[src/design/jpeg_regs_pkg.sv]
// constants shared by the encoder control/status register bank
// assumes a single 200 MHz pclk domain and a 32-bit APB slave
//
// How it works
// setting the encoder enable starts compression at the next frame start
// ram test bit hands output fifo and reorder rams to software
// in ram test, one write reaches all 17 rams; reads pick one ram
// control bits 14 to 2 always read as zero
// control bit 15 returns the encoder logic to its reset state
// transfer done sets status bit 0
// status bit 0 stays set until software writes one to it
// clearing bit 0 also clears bits 1 to 3; they never clear alone
// software keeps the output buffer clock running when clearing bit 0
// output fifo overflow sets bit 1 and aborts the transfer, compressed only
// spoof frame too small sets bit 2, compressed images only
// reorder buffer overflow or underflow sets bit 3
// status bits 5:4 give the output fifo watermark in quarters
// writing one to status bit 4 clears the watermark field; the code reloads it from the present fifo level
package jpeg_regs_pkg;

  ////////////////////////////////////////////////////////////////////////////
  // register indices; byte address is four times the index
  localparam logic [3:0] IDX_CONTROL = 4'h0;
  localparam logic [3:0] IDX_STATUS = 4'h2;
  localparam logic [3:0] IDX_IRQ_MASK = 4'h3;
  localparam logic [3:0] IDX_RAM_ADDR = 4'h4;
  localparam logic [3:0] IDX_RAM_DATA = 4'h5;

  // control fields
  localparam int CTL_ENABLE = 0;
  localparam int CTL_RAM_TEST = 1;
  localparam int CTL_SOFT_RESET = 15;

  // status fields
  localparam int ST_DONE = 0;
  localparam int ST_OVERFLOW = 1;
  localparam int ST_SPOOF = 2;
  localparam int ST_ROB_ERR = 3;
  localparam int ST_WMARK_LO = 4;
  localparam int NUM_FLAGS = 4;

  // ram test address fields: [9:0] word, [14:10] ram select
  localparam int RAM_WORD_W = 10;
  localparam int RAM_SEL_LSB = 10;
  localparam int RAM_SEL_W = 5;
  localparam int NUM_TEST_RAMS = 17;
  localparam int RAM_DATA_W = 16;

  // reset values
  localparam logic [15:0] RST_CONTROL = 16'h0000;
  localparam logic [3:0] RST_FLAGS = 4'h0;
  localparam logic [3:0] RST_IRQ_MASK = 4'h0;
  localparam logic [1:0] RST_WMARK = 2'h0;

  // byte address of a register index
  function automatic logic [11:0] reg_addr(input logic [3:0] idx);
    reg_addr = {6'h00, idx, 2'h0};
  endfunction : reg_addr

  // quarter-full watermark code of a fill level against a depth
  function automatic logic [1:0] wmark_code(input logic [31:0] level,
                                            input logic [31:0] depth);
    if (level * 4 >= depth * 3) begin
      wmark_code = 2'h3;
    end else if (level * 2 >= depth) begin
      wmark_code = 2'h2;
    end else if (level * 4 >= depth) begin
      wmark_code = 2'h1;
    end else begin
      wmark_code = 2'h0;
    end
  endfunction : wmark_code

endpackage : jpeg_regs_pkg

[src/design/frame_arm.sv]
// run gate for the encoder: follows the enable bit only at frame starts
// assumes frame_start is a one-cycle pulse on pclk
`timescale 1ns/1ps
`default_nettype none
module frame_arm
  import jpeg_regs_pkg::*;
(
  input wire logic pclk,
  input wire logic presetn,
  input wire logic soft_reset,
  input wire logic enable,
  input wire logic frame_start,
  input wire logic abort,
  output logic running
);

  // a frame already in flight is never joined midway; the gate only moves
  // on frame boundaries, while abort and soft reset stop it at once
  always_ff @(posedge pclk or negedge presetn) begin
    if (!presetn) begin
      running <= 1'b0;
    end else if (soft_reset || abort) begin
      running <= 1'b0;
    end else if (frame_start) begin
      running <= enable;
    end
  end

endmodule : frame_arm
`default_nettype wire

[src/design/fifo_watermark.sv]
// peak output fifo watermark in quarters of the fifo depth
// assumes level is a same-clock count from the output fifo
`timescale 1ns/1ps
`default_nettype none
module fifo_watermark
  import jpeg_regs_pkg::*;
#(
  parameter int DEPTH = 1024,
  parameter int LEVEL_W = 11
) (
  input wire logic pclk,
  input wire logic presetn,
  input wire logic clear,
  input wire logic [LEVEL_W-1:0] level,
  output logic [1:0] wmark
);

  logic [1:0] now_code;

  assign now_code = wmark_code(32'(level), 32'(DEPTH));

  // holds the highest quarter reached; a clear restarts from the present
  // level so a fill that is still high is not hidden
  always_ff @(posedge pclk or negedge presetn) begin
    if (!presetn) begin
      wmark <= RST_WMARK;
    end else if (clear) begin
      wmark <= now_code;
    end else if (now_code > wmark) begin
      wmark <= now_code;
    end
  end

endmodule : fifo_watermark
`default_nettype wire

[src/design/jpeg_ctrl_status_regs.sv]
// encoder control and status register bank behind an APB slave
// assumes all event inputs are one-cycle pulses on pclk; obuf_clk_on
// comes from another domain and is synchronised here
`timescale 1ns/1ps
`default_nettype none
module jpeg_ctrl_status_regs
  import jpeg_regs_pkg::*;
#(
  parameter int FIFO_DEPTH = 1024,
  parameter int LEVEL_W = 11
) (
  input wire logic pclk,
  input wire logic presetn,
  input wire logic psel,
  input wire logic penable,
  input wire logic pwrite,
  input wire logic [11:0] paddr,
  input wire logic [31:0] pwdata,
  output logic [31:0] prdata,
  output logic pready,
  output logic pslverr,
  input wire logic frame_start,
  input wire logic compressed,
  input wire logic xfer_done,
  input wire logic fifo_overflow,
  input wire logic spoof_oversize,
  input wire logic rob_error,
  input wire logic [LEVEL_W-1:0] fifo_level,
  input wire logic obuf_clk_on,
  input wire logic [NUM_TEST_RAMS*RAM_DATA_W-1:0] ram_rdata,
  output logic encoder_run,
  output logic encoder_reset,
  output logic xfer_abort,
  output logic ram_test,
  output logic [RAM_WORD_W-1:0] ram_addr,
  output logic [RAM_DATA_W-1:0] ram_wdata,
  output logic ram_we_all,
  output logic irq
);

  ////////////////////////////////////////////////////////////////////////////
  // register state
  logic enable;
  logic [3:0] flags;
  logic [3:0] irq_mask;
  logic [RAM_SEL_W-1:0] ram_sel;
  logic [1:0] wmark;
  logic obuf_sync1;
  logic obuf_sync2;
  logic running;
  logic access;
  logic wr_en;
  logic [3:0] idx;
  logic mapped;
  logic [3:0] set_flags;
  logic clr_flags;
  logic clr_wmark;
  logic [31:0] next_rdata;
  logic wr_ctl;
  logic wr_st;
  logic wr_msk;
  logic wr_ra;
  logic wr_rd;
  logic arm_stop;
  logic arm_enable;

  ////////////////////////////////////////////////////////////////////////////
  // apb decode: one wait state, ready is raised in the second access cycle
  assign access = psel && penable && pready;
  assign wr_en = access && pwrite && mapped;
  assign idx = paddr[5:2];

  // one strobe per register; the decode is shared so every register sees
  // exactly the same qualifying terms
  function automatic logic write_to(input logic strobe, input logic [3:0] at,
                                    input logic [3:0] which);
    write_to = strobe && (at == which);
  endfunction : write_to

  assign wr_ctl = write_to(wr_en, idx, IDX_CONTROL);
  assign wr_st = write_to(wr_en, idx, IDX_STATUS);
  assign wr_msk = write_to(wr_en, idx, IDX_IRQ_MASK);
  assign wr_ra = write_to(wr_en, idx, IDX_RAM_ADDR);
  assign wr_rd = write_to(wr_en, idx, IDX_RAM_DATA);

  // only word-aligned addresses of the five registers answer without error
  always_comb begin
    mapped = 1'b0;
    if (paddr[1:0] == 2'h0) begin
      mapped = (paddr == reg_addr(IDX_CONTROL)) || (paddr == reg_addr(IDX_STATUS)) ||
               (paddr == reg_addr(IDX_IRQ_MASK)) || (paddr == reg_addr(IDX_RAM_ADDR)) ||
               (paddr == reg_addr(IDX_RAM_DATA));
    end
  end

  // ready pulses for one cycle per transfer
  always_ff @(posedge pclk or negedge presetn) begin
    if (!presetn) begin
      pready <= 1'b0;
    end else begin
      pready <= psel && penable && !pready;
    end
  end

  // error is shown together with ready for unmapped addresses
  always_ff @(posedge pclk or negedge presetn) begin
    if (!presetn) begin
      pslverr <= 1'b0;
    end else begin
      pslverr <= psel && penable && !pready && !mapped;
    end
  end

  ////////////////////////////////////////////////////////////////////////////
  // read data mux; registered so it stands beside ready
  always_comb begin
    next_rdata = 32'h0000_0000;
    if (mapped) begin
      unique case (idx)
        IDX_CONTROL: begin
          next_rdata[CTL_ENABLE] = enable;
          next_rdata[CTL_RAM_TEST] = ram_test; // bits 14:2 stay zero
        end
        IDX_STATUS: begin
          next_rdata[NUM_FLAGS-1:0] = flags;
          next_rdata[ST_WMARK_LO+1:ST_WMARK_LO] = wmark;
        end
        IDX_IRQ_MASK: begin
          next_rdata[NUM_FLAGS-1:0] = irq_mask;
        end
        IDX_RAM_ADDR: begin
          next_rdata[RAM_WORD_W-1:0] = ram_addr;
          next_rdata[RAM_SEL_LSB+RAM_SEL_W-1:RAM_SEL_LSB] = ram_sel;
        end
        IDX_RAM_DATA: begin
          // each ram reads back on its own; out-of-range selects read zero
          if (ram_test && 32'(ram_sel) < NUM_TEST_RAMS) begin
            next_rdata[RAM_DATA_W-1:0] = ram_rdata[ram_sel*RAM_DATA_W +: RAM_DATA_W];
          end
        end
        default: begin
          next_rdata = 32'h0000_0000;
        end
      endcase
    end
  end

  // read data is captured in the wait state, so an event landing in the
  // access cycle shows up on the next read rather than this one
  always_ff @(posedge pclk or negedge presetn) begin
    if (!presetn) begin
      prdata <= 32'h0000_0000;
    end else if (psel && penable && !pready && !pwrite) begin
      prdata <= next_rdata;
    end
  end

  ////////////////////////////////////////////////////////////////////////////
  // control register; soft reset self-clears after one cycle
  // the soft reset bit is never stored, so it always reads back as zero
  always_ff @(posedge pclk or negedge presetn) begin
    if (!presetn) begin
      enable <= RST_CONTROL[CTL_ENABLE];
      ram_test <= RST_CONTROL[CTL_RAM_TEST];
    end else if (wr_ctl) begin
      enable <= pwdata[CTL_ENABLE];
      ram_test <= pwdata[CTL_RAM_TEST];
    end
  end

  always_ff @(posedge pclk or negedge presetn) begin
    if (!presetn) begin
      encoder_reset <= RST_CONTROL[CTL_SOFT_RESET];
    end else begin
      encoder_reset <= wr_ctl && pwdata[CTL_SOFT_RESET];
    end
  end

  // ram test stops the gate outright, so leaving test mode never restarts
  // the encoder in the middle of a frame; it waits for the next frame start
  assign arm_stop = encoder_reset || ram_test;
  assign arm_enable = enable && !ram_test;

  // run gate rises only on frame boundaries; abort, soft reset and ram test stop it at once
  frame_arm u_frame_arm (
    .pclk(pclk),
    .presetn(presetn),
    .soft_reset(arm_stop),
    .enable(arm_enable),
    .frame_start(frame_start),
    .abort(xfer_abort),
    .running(running)
  );

  // the encoder is held off while software owns the rams
  always_ff @(posedge pclk or negedge presetn) begin
    if (!presetn) begin
      encoder_run <= 1'b0;
    end else begin
      encoder_run <= running && !ram_test;
    end
  end

  ////////////////////////////////////////////////////////////////////////////
  // ram test port: one data write is broadcast to all 17 rams
  // the ram select only steers readback; a data write reaches every ram
  always_ff @(posedge pclk or negedge presetn) begin
    if (!presetn) begin
      ram_addr <= '0;
      ram_sel <= '0;
    end else if (wr_ra) begin
      ram_addr <= pwdata[RAM_WORD_W-1:0];
      ram_sel <= pwdata[RAM_SEL_LSB+RAM_SEL_W-1:RAM_SEL_LSB];
    end
  end

  always_ff @(posedge pclk or negedge presetn) begin
    if (!presetn) begin
      ram_wdata <= '0;
      ram_we_all <= 1'b0;
    end else begin
      ram_we_all <= wr_rd && ram_test;
      if (wr_rd) begin
        ram_wdata <= pwdata[RAM_DATA_W-1:0];
      end
    end
  end

  ////////////////////////////////////////////////////////////////////////////
  // output buffer clock presence, from another domain
  always_ff @(posedge pclk or negedge presetn) begin
    if (!presetn) begin
      obuf_sync1 <= 1'b0;
      obuf_sync2 <= 1'b0;
    end else begin
      obuf_sync1 <= obuf_clk_on;
      obuf_sync2 <= obuf_sync1;
    end
  end

  // overflow and spoof flags only count for compressed output
  always_comb begin
    set_flags = '0;
    set_flags[ST_DONE] = xfer_done;
    set_flags[ST_OVERFLOW] = fifo_overflow && compressed;
    set_flags[ST_SPOOF] = spoof_oversize && compressed;
    set_flags[ST_ROB_ERR] = rob_error;
  end

  // a flag clear without the output buffer clock is dropped
  assign clr_flags = wr_st && pwdata[ST_DONE] && obuf_sync2;
  assign clr_wmark = wr_st && pwdata[ST_WMARK_LO];

  // one write clears all four flags; a new event in that cycle wins
  // software that clears with the buffer clock stopped simply finds the
  // flags still set and has to retry once the clock is back
  always_ff @(posedge pclk or negedge presetn) begin
    if (!presetn) begin
      flags <= RST_FLAGS;
    end else begin
      flags <= (clr_flags ? 4'h0 : flags) | set_flags;
    end
  end

  // overflow of a compressed image cuts the current transfer short
  always_ff @(posedge pclk or negedge presetn) begin
    if (!presetn) begin
      xfer_abort <= 1'b0;
    end else begin
      xfer_abort <= fifo_overflow && compressed;
    end
  end

  fifo_watermark #(
    .DEPTH(FIFO_DEPTH),
    .LEVEL_W(LEVEL_W)
  ) u_fifo_watermark (
    .pclk(pclk),
    .presetn(presetn),
    .clear(clr_wmark),
    .level(fifo_level),
    .wmark(wmark)
  );

  ////////////////////////////////////////////////////////////////////////////
  // interrupt mask and level output
  // mask bits line up with the four sticky flags of the status register
  always_ff @(posedge pclk or negedge presetn) begin
    if (!presetn) begin
      irq_mask <= RST_IRQ_MASK;
    end else if (wr_msk) begin
      irq_mask <= pwdata[NUM_FLAGS-1:0];
    end
  end

  // one cycle behind the flags, as every output is a flop
  always_ff @(posedge pclk or negedge presetn) begin
    if (!presetn) begin
      irq <= 1'b0;
    end else begin
      irq <= |(flags & irq_mask);
    end
  end

endmodule : jpeg_ctrl_status_regs
`default_nettype wire

[config.mk]
export PLATFORM = sky130hd
export DESIGN_NAME = jpeg_ctrl_status_regs
export DESIGN_NICKNAME = d
export VERILOG_FILES = /design/src/design/jpeg_regs_pkg.sv /design/src/design/frame_arm.sv /design/src/design/fifo_watermark.sv /design/src/design/jpeg_ctrl_status_regs.sv
export SDC_FILE = /design/constraint.sdc
export NUM_CORES = 1
export LEC_CHECK = 0
export BUFFER_PORTS_ARGS = -buffer_cell sky130_fd_sc_hd__buf_2
export CAP_MARGIN = 20
export CORE_AREA = 8 8 150 152
export CTS_BUF_LIST = sky130_fd_sc_hd__clkbuf_16
export DETAILED_ROUTE_END_ITERATION = 16
export DIE_AREA = 0 0 158 160
export PLACE_DENSITY = 0.63
export SLEW_MARGIN = 25
export SYNTH_ARGS = -nofsm -noshare
export SYNTH_HDL_FRONTEND = slang
export SYNTH_SLANG_ARGS = --single-unit
[constraint.sdc]
create_clock -name pclk -period 2.3 [get_ports pclk]
set_input_delay 0.46 -clock pclk [delete_from_list [all_inputs] [get_ports pclk]]
set_output_delay 0.46 -clock pclk [all_outputs]
set_load 0.01 [all_outputs]
==> results of run 1 <==
-- cell families (layout without fill, tap and decap cells) --
kind of cell | after synthesis | in the layout | synth area share, %
and+or+nand+nor | 70 | 70 | 7.53
AOI/OAI and AO/OA | 80 | 80 | 10.8
adders and majority gates | 2 | 2 | 0.470
DFF | 69 | 69 | 32.5
other | 1 | 21 | 0.0705
muxes | 124 | 124 | 41.2
buffers and inverters | 57 | 421 | 7.50
-- per-stage QoR --
| step | util [%] | instance area [um2] |
|---|---|---|
| after floorplan | - | 5380 |
| after global placement | 37.0 | 7420 |
| after detailed placement | 37.0 | 7420 |
| after CTS | 38.6 | 7740 |
| after global routing | 39.0 | 7820 |
| final | 39.0 | 7820 |
-- worst max-delay path by stage --
stage / from / endpoint / cells past startpoint
5_1_grt: ram_sel[0]$_DFFE_PN0P_ / prdata[2]$_DFFE_PN0P_ / 7
6_report: ram_sel[0]$_DFFE_PN0P_ / prdata[2]$_DFFE_PN0P_ / 7
2_1_floorplan: paddr[9] / ram_addr[1]$_DFFE_PN0P_ / 7
3_5_place_dp: ram_sel[0]$_DFFE_PN0P_ / prdata[7]$_DFFE_PN0P_ / 6
4_1_cts: ram_sel[0]$_DFFE_PN0P_ / prdata[7]$_DFFE_PN0P_ / 6
3_3_place_gp: paddr[9] / ram_wdata[15]$_DFFE_PN0P_ / 6
-- what timing repair did --
| action | 4_1_cts | 5_1_grt |
|---|---|---|
| endpoints found under the setup margin | 0 | 4 |
| endpoints found under the hold margin | 0 | 0 |
| setup buffers | 0 | 7 |
-- cell usage in the layout, fill, tap and decap left out, types with 4 or more instances in the layout --
cell type,instances
nor2_1,11
clkbuf_16,9
nor4_1,4
mux2_4,20
buf_12,5
buf_4,30
diode_2,5
inv_1,7
nor3_1,5
buf_2,363
conb_1,16
mux2_2,18
dfrtp_1,67
a22oi_1,14
o21ai_0,14
mux4_2,57
mux4_1,7
mux2i_1,22
o22ai_1,14
nand2_1,20
and3_1,4
o31ai_1,14
-- where the power goes --
part | leakage (nW) | total (mW) | internal (mW) | switching, mW
Sequential | 0.925 | 1.25 | 1.23 | 0.0138
Clock | 0.153 | 1.47 | 0.943 | 0.528
Combinational | 2.75 | 0.566 | 0.337 | 0.229
-- flip-flops by register name (all words and copies together), names as in the netlist, 2 cells and up --
register	flops
prdata	16
ram_wdata	16
ram_addr	10
ram_sel	5
flags	4
irq_mask	4
u_fifo_watermark.wmark	2
-- layer usage --
| layer | share of wire [%] | global-route usage [%] | up-vias | wire length [um] |
|---|---|---|---|---|
| li1 | - | - | 2351 | - |
| met1 | 40 | 23.8 | 2525 | 10100 |
| met2 | 51 | 33.7 | 222 | 12900 |
| met3 | 7.0 | 5.02 | 28 | 1760 |
| met4 | 1.4 | 5.36 | 12 | 348 |
| met5 | 0.28 | 0 | - | 71 |
-- critical path: stages, from the launching register on --
cell and delay, ns:
dfrtp_4 0.58, buf_4 0.18, o41ai_4 0.42, o2111ai_1 0.19
nor4_1 0.32, buf_4 0.18, a211oi_1 0.05, o21ai_1 0.11
-- cell type report --
class,instances,area share (%)
Clock buffer,9,2.88
Tap cell,270,4.32
Timing Repair Buffer,398,27.4
Multi-Input combinational cell,292,41.6
Clock inverter,7,1.15
Antenna cell,5,0.160
Sequential cell,69,22.2
Inverter,7,0.336
==> flow_summary.toml, run 1 <==
[placed_design]
gp_congestion = 0.892
dp_slack_ns = 0.0777
dp_hpwl_um = 21900
io_buffers = 364
dp_cells = 1029

[logic_synthesis]
ys_ff_latch = 69
synthCells = 403
yosysWarningCount = 0
synthArstFlopShare_pct = 100
yosys.area.top_type = "dfrtp_1"
synth_top_area_share_pct = 32.5
synth_area_um2 = 5320
yosysMostFrequentCell = "dfrtp_1"
synth.avg_cell_area_um2 = 13.2
synth.area.top_cells = "dfrtp_1 32%, mux4_2 24%, mux2_4 5.6%"
synth_cell_types = 53
yosys_most_used_dff = "dfrtp_1"
synth_enable_flop_cells = 0
ys_seq_area_share_pct = 32.5
netlist_top_cells_count = "69 x dfrtp_1, 57 x mux4_2, 22 x mux2i_1"

[critical_path]
rrSetupSlack_ns = 0.20
worst_ep_arrival_time_ns = 2.36
critPathMaxFanout = 11
r2r_cells = 7
cp-start-kind = "flip-flop"
path_class = "flip-flop to flip-flop"
r2r-start = "ram_sel[0]$_DFFE_PN0P_"
required_ns = 2.56
cp-end-kind = "flip-flop"
reg2reg_to = "prdata[2]$_DFFE_PN0P_"

[clocking]
htree_levels = 3
worstSkewPairLatency_ns = 0.33
cts_buffers = 9
clkSlewWorstSetupHoldPaths_ns = 0.06
cts.repair.resized = 0
clock_sinks = 69
cts_hold_buf = 0
root_buffer = "clkbuf_16"
cts_tree = "done"
clockBufferDepth = 2

[worst_hold_path]
min_path_type = "input pin to async pin"

[sta]
max_slew_margin_pct = 44.4
worst_pin_slew_ns = 0.831
whs_ns = 0.0841
setup_ws_ns = 0.198
finalHoldViolCount = 0
rsz0062_at_grt = "no"
maxClockFrequency_ghz = 0.476
period_needed_ns = 2.10
maxSlewViolCount = 0
final.setup.tns_ns = 0
fin_skew_ns = 0.00760
post-route-period-util_pct = 91.4
setup_violations = 0

[flow_run]
max-cap-violations = 0

[status]
status = "completed"

[cells_and_area]
multi_input_area_um2 = 3250
ff_latch_area_um2 = 1730
fin_cells = 1057
drive_gt1_share_pct = 67.0
area_growth_pct = 46.9
finish.net_count = 1118
fill_cells = 2051

[route]
drt-vias-per-instance = 4.86
via_count = 5138
drcViolationCount = 0
firstDrtPassIters = 4
antenna_left = 0
wire_per_inst_um = 23.9
drt_wl_total_um = 25200
dr.first_iter.drc_count = 366

[floorplanning]
dieArea_um2 = 25300
ios = 405
die_h_um = 160
core-area_um2 = 20000
rows = 52
die_w_um = 158
start_util_pct = 26.5

[global_route]
grt-ovfl-total = 0
grt_pass1_vias = 5832
grt_antenna_before_repair = 12
grt_max_degree = 37
grt.total_usage_pct = 19.6
grt_pass1_wl_um = 36900

[power]
power.total_mw = 3.28
cellPowerDensity_nw_per_um2 = 420
irDropWorstVdd_v = 0.000355
leakage_nw = 3.83
Note: power is estimated with default switching activity, not from simulation.
==> run 2, diff against run 1 <==
--- a/config.mk
+++ b/config.mk
@@ -11,7 +11,7 @@
 export CTS_BUF_LIST = sky130_fd_sc_hd__clkbuf_16
 export DETAILED_ROUTE_END_ITERATION = 16
 export DIE_AREA = 0 0 158 160
-export PLACE_DENSITY = 0.63
+export PLACE_DENSITY_LB_ADDON = 0.15
 export SLEW_MARGIN = 25
 export SYNTH_ARGS = -nofsm -noshare
 export SYNTH_HDL_FRONTEND = slang
==> run 2 against run 1 <==
Utilization is 0.14 points lower. Via count is 0.45% higher. Global-route usage rose by 1.3 points. First-iteration DRC count fell by 36%. Clock-buffer cell count unchanged. Critical path depth shrank 1. Sequential power barely moved. Largest power group unchanged.
==> flow_summary.toml, run 2 (same netlist as run 1, synthesis figures left out) <==
[sta]
maxSlewViolCount = 0
fin_skew_ns = 0.00594
period_needed_ns = 2.12
maxClockFrequency_ghz = 0.472
setup_violations = 0
post-route-period-util_pct = 92.1
whs_ns = 0.228
worst_pin_slew_ns = 0.919
max_slew_margin_pct = 38.8
rsz0062_at_grt = "no"
finalHoldViolCount = 0

[critical_path]
r2r_cells = 6
rrSetupSlack_ns = 0.18
required_ns = 2.51
cp-end-kind = "flip-flop"
r2r-start = "ram_sel[0]$_DFFE_PN0P_"
reg2reg_to = "prdata[7]$_DFFE_PN0P_"
worst_ep_arrival_time_ns = 2.33
critPathMaxFanout = 20
path_class = "flip-flop to flip-flop"
cp-start-kind = "flip-flop"

[power]
cellPowerDensity_nw_per_um2 = 424
power.total_mw = 3.30
irDropWorstVdd_v = 0.000373
leakage_nw = 3.80

[global_route]
grt_max_degree = 70
grt-ovfl-total = 0
grt_antenna_before_repair = 10
grt_pass1_wl_um = 38500
grt.total_usage_pct = 20.9
grt_pass1_vias = 5843

[clocking]
worstSkewPairLatency_ns = 0.34
cts_setup_buffers = 0
htree_levels = 3
clock_sinks = 69
cts.repair.resized = 0
root_buffer = "clkbuf_16"
clockBufferDepth = 2
clkSlewWorstSetupHoldPaths_ns = 0.06
cts_hold_buf = 0
cts_tree = "done"
cts_buffers = 9

[placed_design]
dp_hpwl_um = 23800
io_buffers = 364
gp_congestion = 0.945

[floorplanning]
die_w_um = 158
die_h_um = 160
rows = 52
ios = 405
start_util_pct = 26.5
core-area_um2 = 20000
dieArea_um2 = 25300

[route]
firstDrtPassIters = 4
drt_wl_total_um = 27200
wire_per_inst_um = 25.8
antenna_left = 0
drcViolationCount = 0
dr.first_iter.drc_count = 236
drt-vias-per-instance = 4.90
via_count = 5161

[cells_and_area]
final_cell_mix = "363 x buf_2, 67 x dfrtp_1, 57 x mux4_2"
area_growth_pct = 46.4
finish.net_count = 1114
drive_gt1_share_pct = 66.8
reg_top3 = "prdata: 16 flops, ram_wdata: 16 flops, ram_addr: 10 flops"
fin_util_pct = 38.9
fill_cells = 2088
final_common_cell = "buf_2"

[flow_run]
max-cap-violations = 0

[worst_hold_path]
hold_depth = 1
whs_endpoint = "obuf_sync1$_DFF_PN0_"
min_path_type = "input pin to flip-flop"
min-delay-start = "obuf_clk_on"

[status]
status = "completed"
run 2: cell count changes in the layout (fill, tap and decap cells not counted):
cell	before	now
buf_4	30	26
diode_2	5	6
run 2: per-stage QoR:
step	cell area, um2	instances	worst slack [ns]	setup TNS (ns)
floorplan	5380	418	0.300	0
global placement	7460	1032	0.0644	0
detailed placement	7460	1032	-0.0489	-0.309
CTS	7770	1048	0.139	0
global route	7790	1054	0.0317	0
finish	7790	1054	0.181	0
run 2: worst max-delay path: stages (launching register included):
cell and delay [ns]:
dfrtp_4 0.62, buf_12 0.25, mux4_1 0.56, mux2i_1 0.21
nand2_1 0.08, o21ai_0 0.16, o31ai_1 0.10
run 2: per-layer routing:
layer	vias up	track usage (%)	routed length [um]
met5	-	0	39
met4	6	6.22	355
met3	27	6.72	2400
met2	244	36.9	14200
met1	2539	23.6	10200
li1	2345	-	-
run 2: worst max path at each step:
stage / startpoint / end / slack, ns / depth (start not counted)
2_1_floorplan: paddr[9] / ram_addr[1]$_DFFE_PN0P_ / 0.30 / 7
3_3_place_gp: paddr[9] / ram_wdata[13]$_DFFE_PN0P_ / 0.06 / 6
3_5_place_dp: paddr[9] / ram_wdata[14]$_DFFE_PN0P_ / -0.05 / 6
4_1_cts: ram_sel[0]$_DFFE_PN0P_ / prdata[7]$_DFFE_PN0P_ / 0.14 / 6
5_1_grt: ram_sel[0]$_DFFE_PN0P_ / prdata[7]$_DFFE_PN0P_ / 0.03 / 6
6_report: ram_sel[0]$_DFFE_PN0P_ / prdata[7]$_DFFE_PN0P_ / 0.18 / 6
run 2: power by group:
group          leakage [nW]  internal (mW)  switching (mW)  total [mW]
logic                  2.73          0.336           0.238       0.574
registers             0.925           1.23          0.0126        1.25
clock network         0.153          0.943           0.541        1.48
run 2: final cells by class:
class                      instances  area (um2)  share of cell area (%)
clock inverter                     7        90.1                    1.16
antenna                            6        15.0                   0.193
sequential                        69        1730                    22.2
clock buffer                       9         225                    2.89
tap                              270         338                    4.34
inverter                           7        26.3                   0.337
timing repair buffer             394        2110                    27.1
multi-input combinational        292        3250                    41.7
==> run 3, diff against run 2 <==
--- a/config.mk
+++ b/config.mk
@@ -7,12 +7,13 @@
 export LEC_CHECK = 0
 export BUFFER_PORTS_ARGS = -buffer_cell sky130_fd_sc_hd__buf_2
 export CAP_MARGIN = 20
-export CORE_AREA = 8 8 150 152
+export CORE_AREA = 8 8 152 154
 export CTS_BUF_LIST = sky130_fd_sc_hd__clkbuf_16
 export DETAILED_ROUTE_END_ITERATION = 16
-export DIE_AREA = 0 0 158 160
+export DIE_AREA = 0 0 160 162
 export PLACE_DENSITY_LB_ADDON = 0.15
 export SLEW_MARGIN = 25
 export SYNTH_ARGS = -nofsm -noshare
 export SYNTH_HDL_FRONTEND = slang
+export SYNTH_HIERARCHICAL = 1
 export SYNTH_SLANG_ARGS = --single-unit
==> run 3 against run 2 <==
Power is 5.6% lower. First-iteration DRC count is 10% higher. Fmax is 7.1% lower. Register-to-register slack worse by 0.16 ns. Final cell count is 2.3% higher. Via count is 3.8% higher.
==> flow_summary.toml, run 3 <==
[status]
status = "completed"

[global_route]
grt_max_degree = 46
grt_util_met2_pct = 35.2
grt-ovfl-total = 0
grt_antenna_before_repair = 15
grt_pass1_vias = 6068
grt.total_usage_pct = 20.6
use_met1_pct = 24.3
use_met3_pct = 7.52
busiest_layer = "met2"
grt_pass1_wl_um = 39600

[clocking]
cts_tree = "done"
clockBufferDepth = 2
worstSkewPairLatency_ns = 0.33
clkSlewWorstSetupHoldPaths_ns = 0.06
root_buffer = "clkbuf_16"
htree_levels = 3
cts_buffers = 9
clock_sinks = 69
cts_hold_buf = 0

[critical_path]
r2r_cells = 6
cp-start-kind = "flip-flop"
path_cells = "o41ai_2 > buf_4 > nand4_1 > or4_4 > nor4_2 > a211o_1"
required_ns = 2.57
rrSetupSlack_ns = 0.02
cp_slowest_cell = "or4_4"
critPathMaxFanout = 12
worst_path_largest_cell_delay_ns = 0.56
path_class = "flip-flop to flip-flop"
worst_ep_arrival_time_ns = 2.55
r2r-start = "ram_sel[0]$_DFFE_PN0P_"
reg2reg_to = "prdata[13]$_DFFE_PN0P_"
cp-end-kind = "flip-flop"

[logic_synthesis]
yosys.area.top_type = "dfrtp_1"
synthArstFlopShare_pct = 100
ys_ff_latch = 69
netlist_top_cells_count = "69 x dfrtp_1, 65 x mux4_2, 46 x mux2_2, 21 x buf_4, 19 x nand2_1"
synth_cell_types = 54
ys_seq_area_share_pct = 33.1
synth.avg_cell_area_um2 = 13.0
synthCells = 402
yosysWarningCount = 6
yosysMostFrequentCell = "dfrtp_1"
synth_enable_flop_cells = 0
synth_area_um2 = 5210
synth.area.top_cells = "dfrtp_1 33%, mux4_2 28%, mux2_2 9.9%"
synth_top_area_share_pct = 33.1
yosys_most_used_dff = "dfrtp_1"

[cells_and_area]
finish.net_count = 1131
final_cell_mix = "363 x buf_2, 66 x dfrtp_1, 65 x mux4_2"
reg_top3 = "prdata: 16 flops, ram_wdata: 16 flops, ram_addr: 10 flops"
fin_cells = 1078
ff_latch_area_um2 = 1740
fill_cells = 2156
final_common_cell = "buf_2"
fin_util_pct = 38.2
area_growth_pct = 51.8
multi_input_area_um2 = 3290
drive_gt1_share_pct = 69.8

[route]
via_count = 5357
firstDrtPassIters = 4
dr.first_iter.drc_count = 260
wire_per_inst_um = 25.7
drt-vias-per-instance = 4.97
drt_wl_total_um = 27700
drcViolationCount = 0
antenna_left = 0

[sta]
final.setup.tns_ns = 0
rsz0062_at_grt = "yes"
post-route-period-util_pct = 99.2
fin_skew_ns = 0.00587
max_slew_margin_pct = 58.9
period_needed_ns = 2.28
maxClockFrequency_ghz = 0.438
finalHoldViolCount = 0
setup_violations = 0
whs_ns = 0.143
worst_pin_slew_ns = 0.616
maxSlewViolCount = 0

[floorplanning]
ios = 405
dieArea_um2 = 25900
die_h_um = 162
core-area_um2 = 20700
die_w_um = 160
rows = 53
start_util_pct = 25.2

[power]
p_sw_share_pct = 25.7
p_comb_share_pct = 20.6
leakage_nw = 3.89
irDropWorstVdd_v = 0.000291
cellPowerDensity_nw_per_um2 = 395
power.total_mw = 3.12
p_int_mw = 2.32
seq_power_share_pct = 40.0
p_switching_uw = 801
clockPowerShare_pct = 39.5

[placed_design]
dp_hpwl_um = 24100
gp_congestion = 0.891
dp_cells = 1054
io_buffers = 364

[flow_run]
max-cap-violations = 0

[worst_hold_path]
min_path_type = "input pin to async pin"
## run 3: cell types whose count changed after synthesis, moves of 8 or more
cell / change
mux2_2: +28
mux2_4: -19
o31ai_1: -14
o21ai_0: -11
a22oi_1: -9
mux4_2: +8
## run 3: logic make-up after synthesis
logic type	count (synthesis)	share of synthesized area, %
other	1	0.0720
flip-flops	69	33.1
AO/OA/AOI/OAI	68	10.0
adder cells (fa/ha/maj)	2	0.480
AND/OR/NAND/NOR	81	8.77
buffers and inverters	52	5.88
multiplexers	129	41.6
## run 3: layout make-up
cell class	instances	area share, %
repair buffers	408	28.3
clock buffers	9	2.85
well taps	275	4.35
diodes	8	0.253
inverters	6	0.285
flip-flops and latches	69	21.9
multi-input cells	296	41.6
clock inverters	7	0.427
## run 3: worst max-delay path by stage
stage                           startpoint                               endpoint  slack (ns)  depth (start not counted)
floorplan                         paddr[8]              ram_wdata[10]$_DFFE_PN0P_        0.02                          7
global placement                  paddr[8]  u_fifo_watermark/wmark[1]$_DFFE_PN0P_       -0.18                          9
detailed placement                paddr[8]                 prdata[13]$_DFFE_PN0P_       -0.24                          6
CTS                 ram_sel[0]$_DFFE_PN0P_                  prdata[5]$_DFFE_PN0P_       0.004                          6
global route        ram_sel[0]$_DFFE_PN0P_                 prdata[13]$_DFFE_PN0P_       -0.05                          6
finish              ram_sel[0]$_DFFE_PN0P_                 prdata[13]$_DFFE_PN0P_        0.02                          6
## run 3: worst max-delay path: cells and delay by family, from the launching register on
family | cells | cell delay [ns]
buf+inv | 1 | 0.17
flops | 1 | 0.52
compound gates | 2 | 0.50
simple gates | 3 | 1.02
## run 3: power groups by stage
| stage | clock network, mW | logic (mW) | registers [mW] |
|---|---|---|---|
| after floorplan | 0 | 0.252 | 1.27 |
| after CTS | 1.26 | 0.645 | 1.25 |
| after global placement | 0 | 0.620 | 1.27 |
| after detailed placement | 0 | 0.640 | 1.27 |
| after global routing | 1.31 | 0.696 | 1.25 |
| final | 1.23 | 0.642 | 1.25 |
## run 3: per-layer routing
layer  part of all wire [%]  up-vias
li1                       -     2388
met1                     42     2674
met2                     49      250
met3                    7.5       31
met4                   0.96       14
met5                   0.29        -
## run 3: timing repair
item	4_1_cts	5_1_grt
gates resized for setup	5	7
setup endpoints to repair	9	13
setup buffers	0	0
## run 3: through the flow
step                      instance area (um2)  worst slack, ns
final                                    7910           0.0187
after detailed placement                 7570           -0.237
after global routing                     7900          -0.0482
after CTS                                7860          0.00426
after global placement                   7570           -0.175
after floorplan                          5270           0.0248
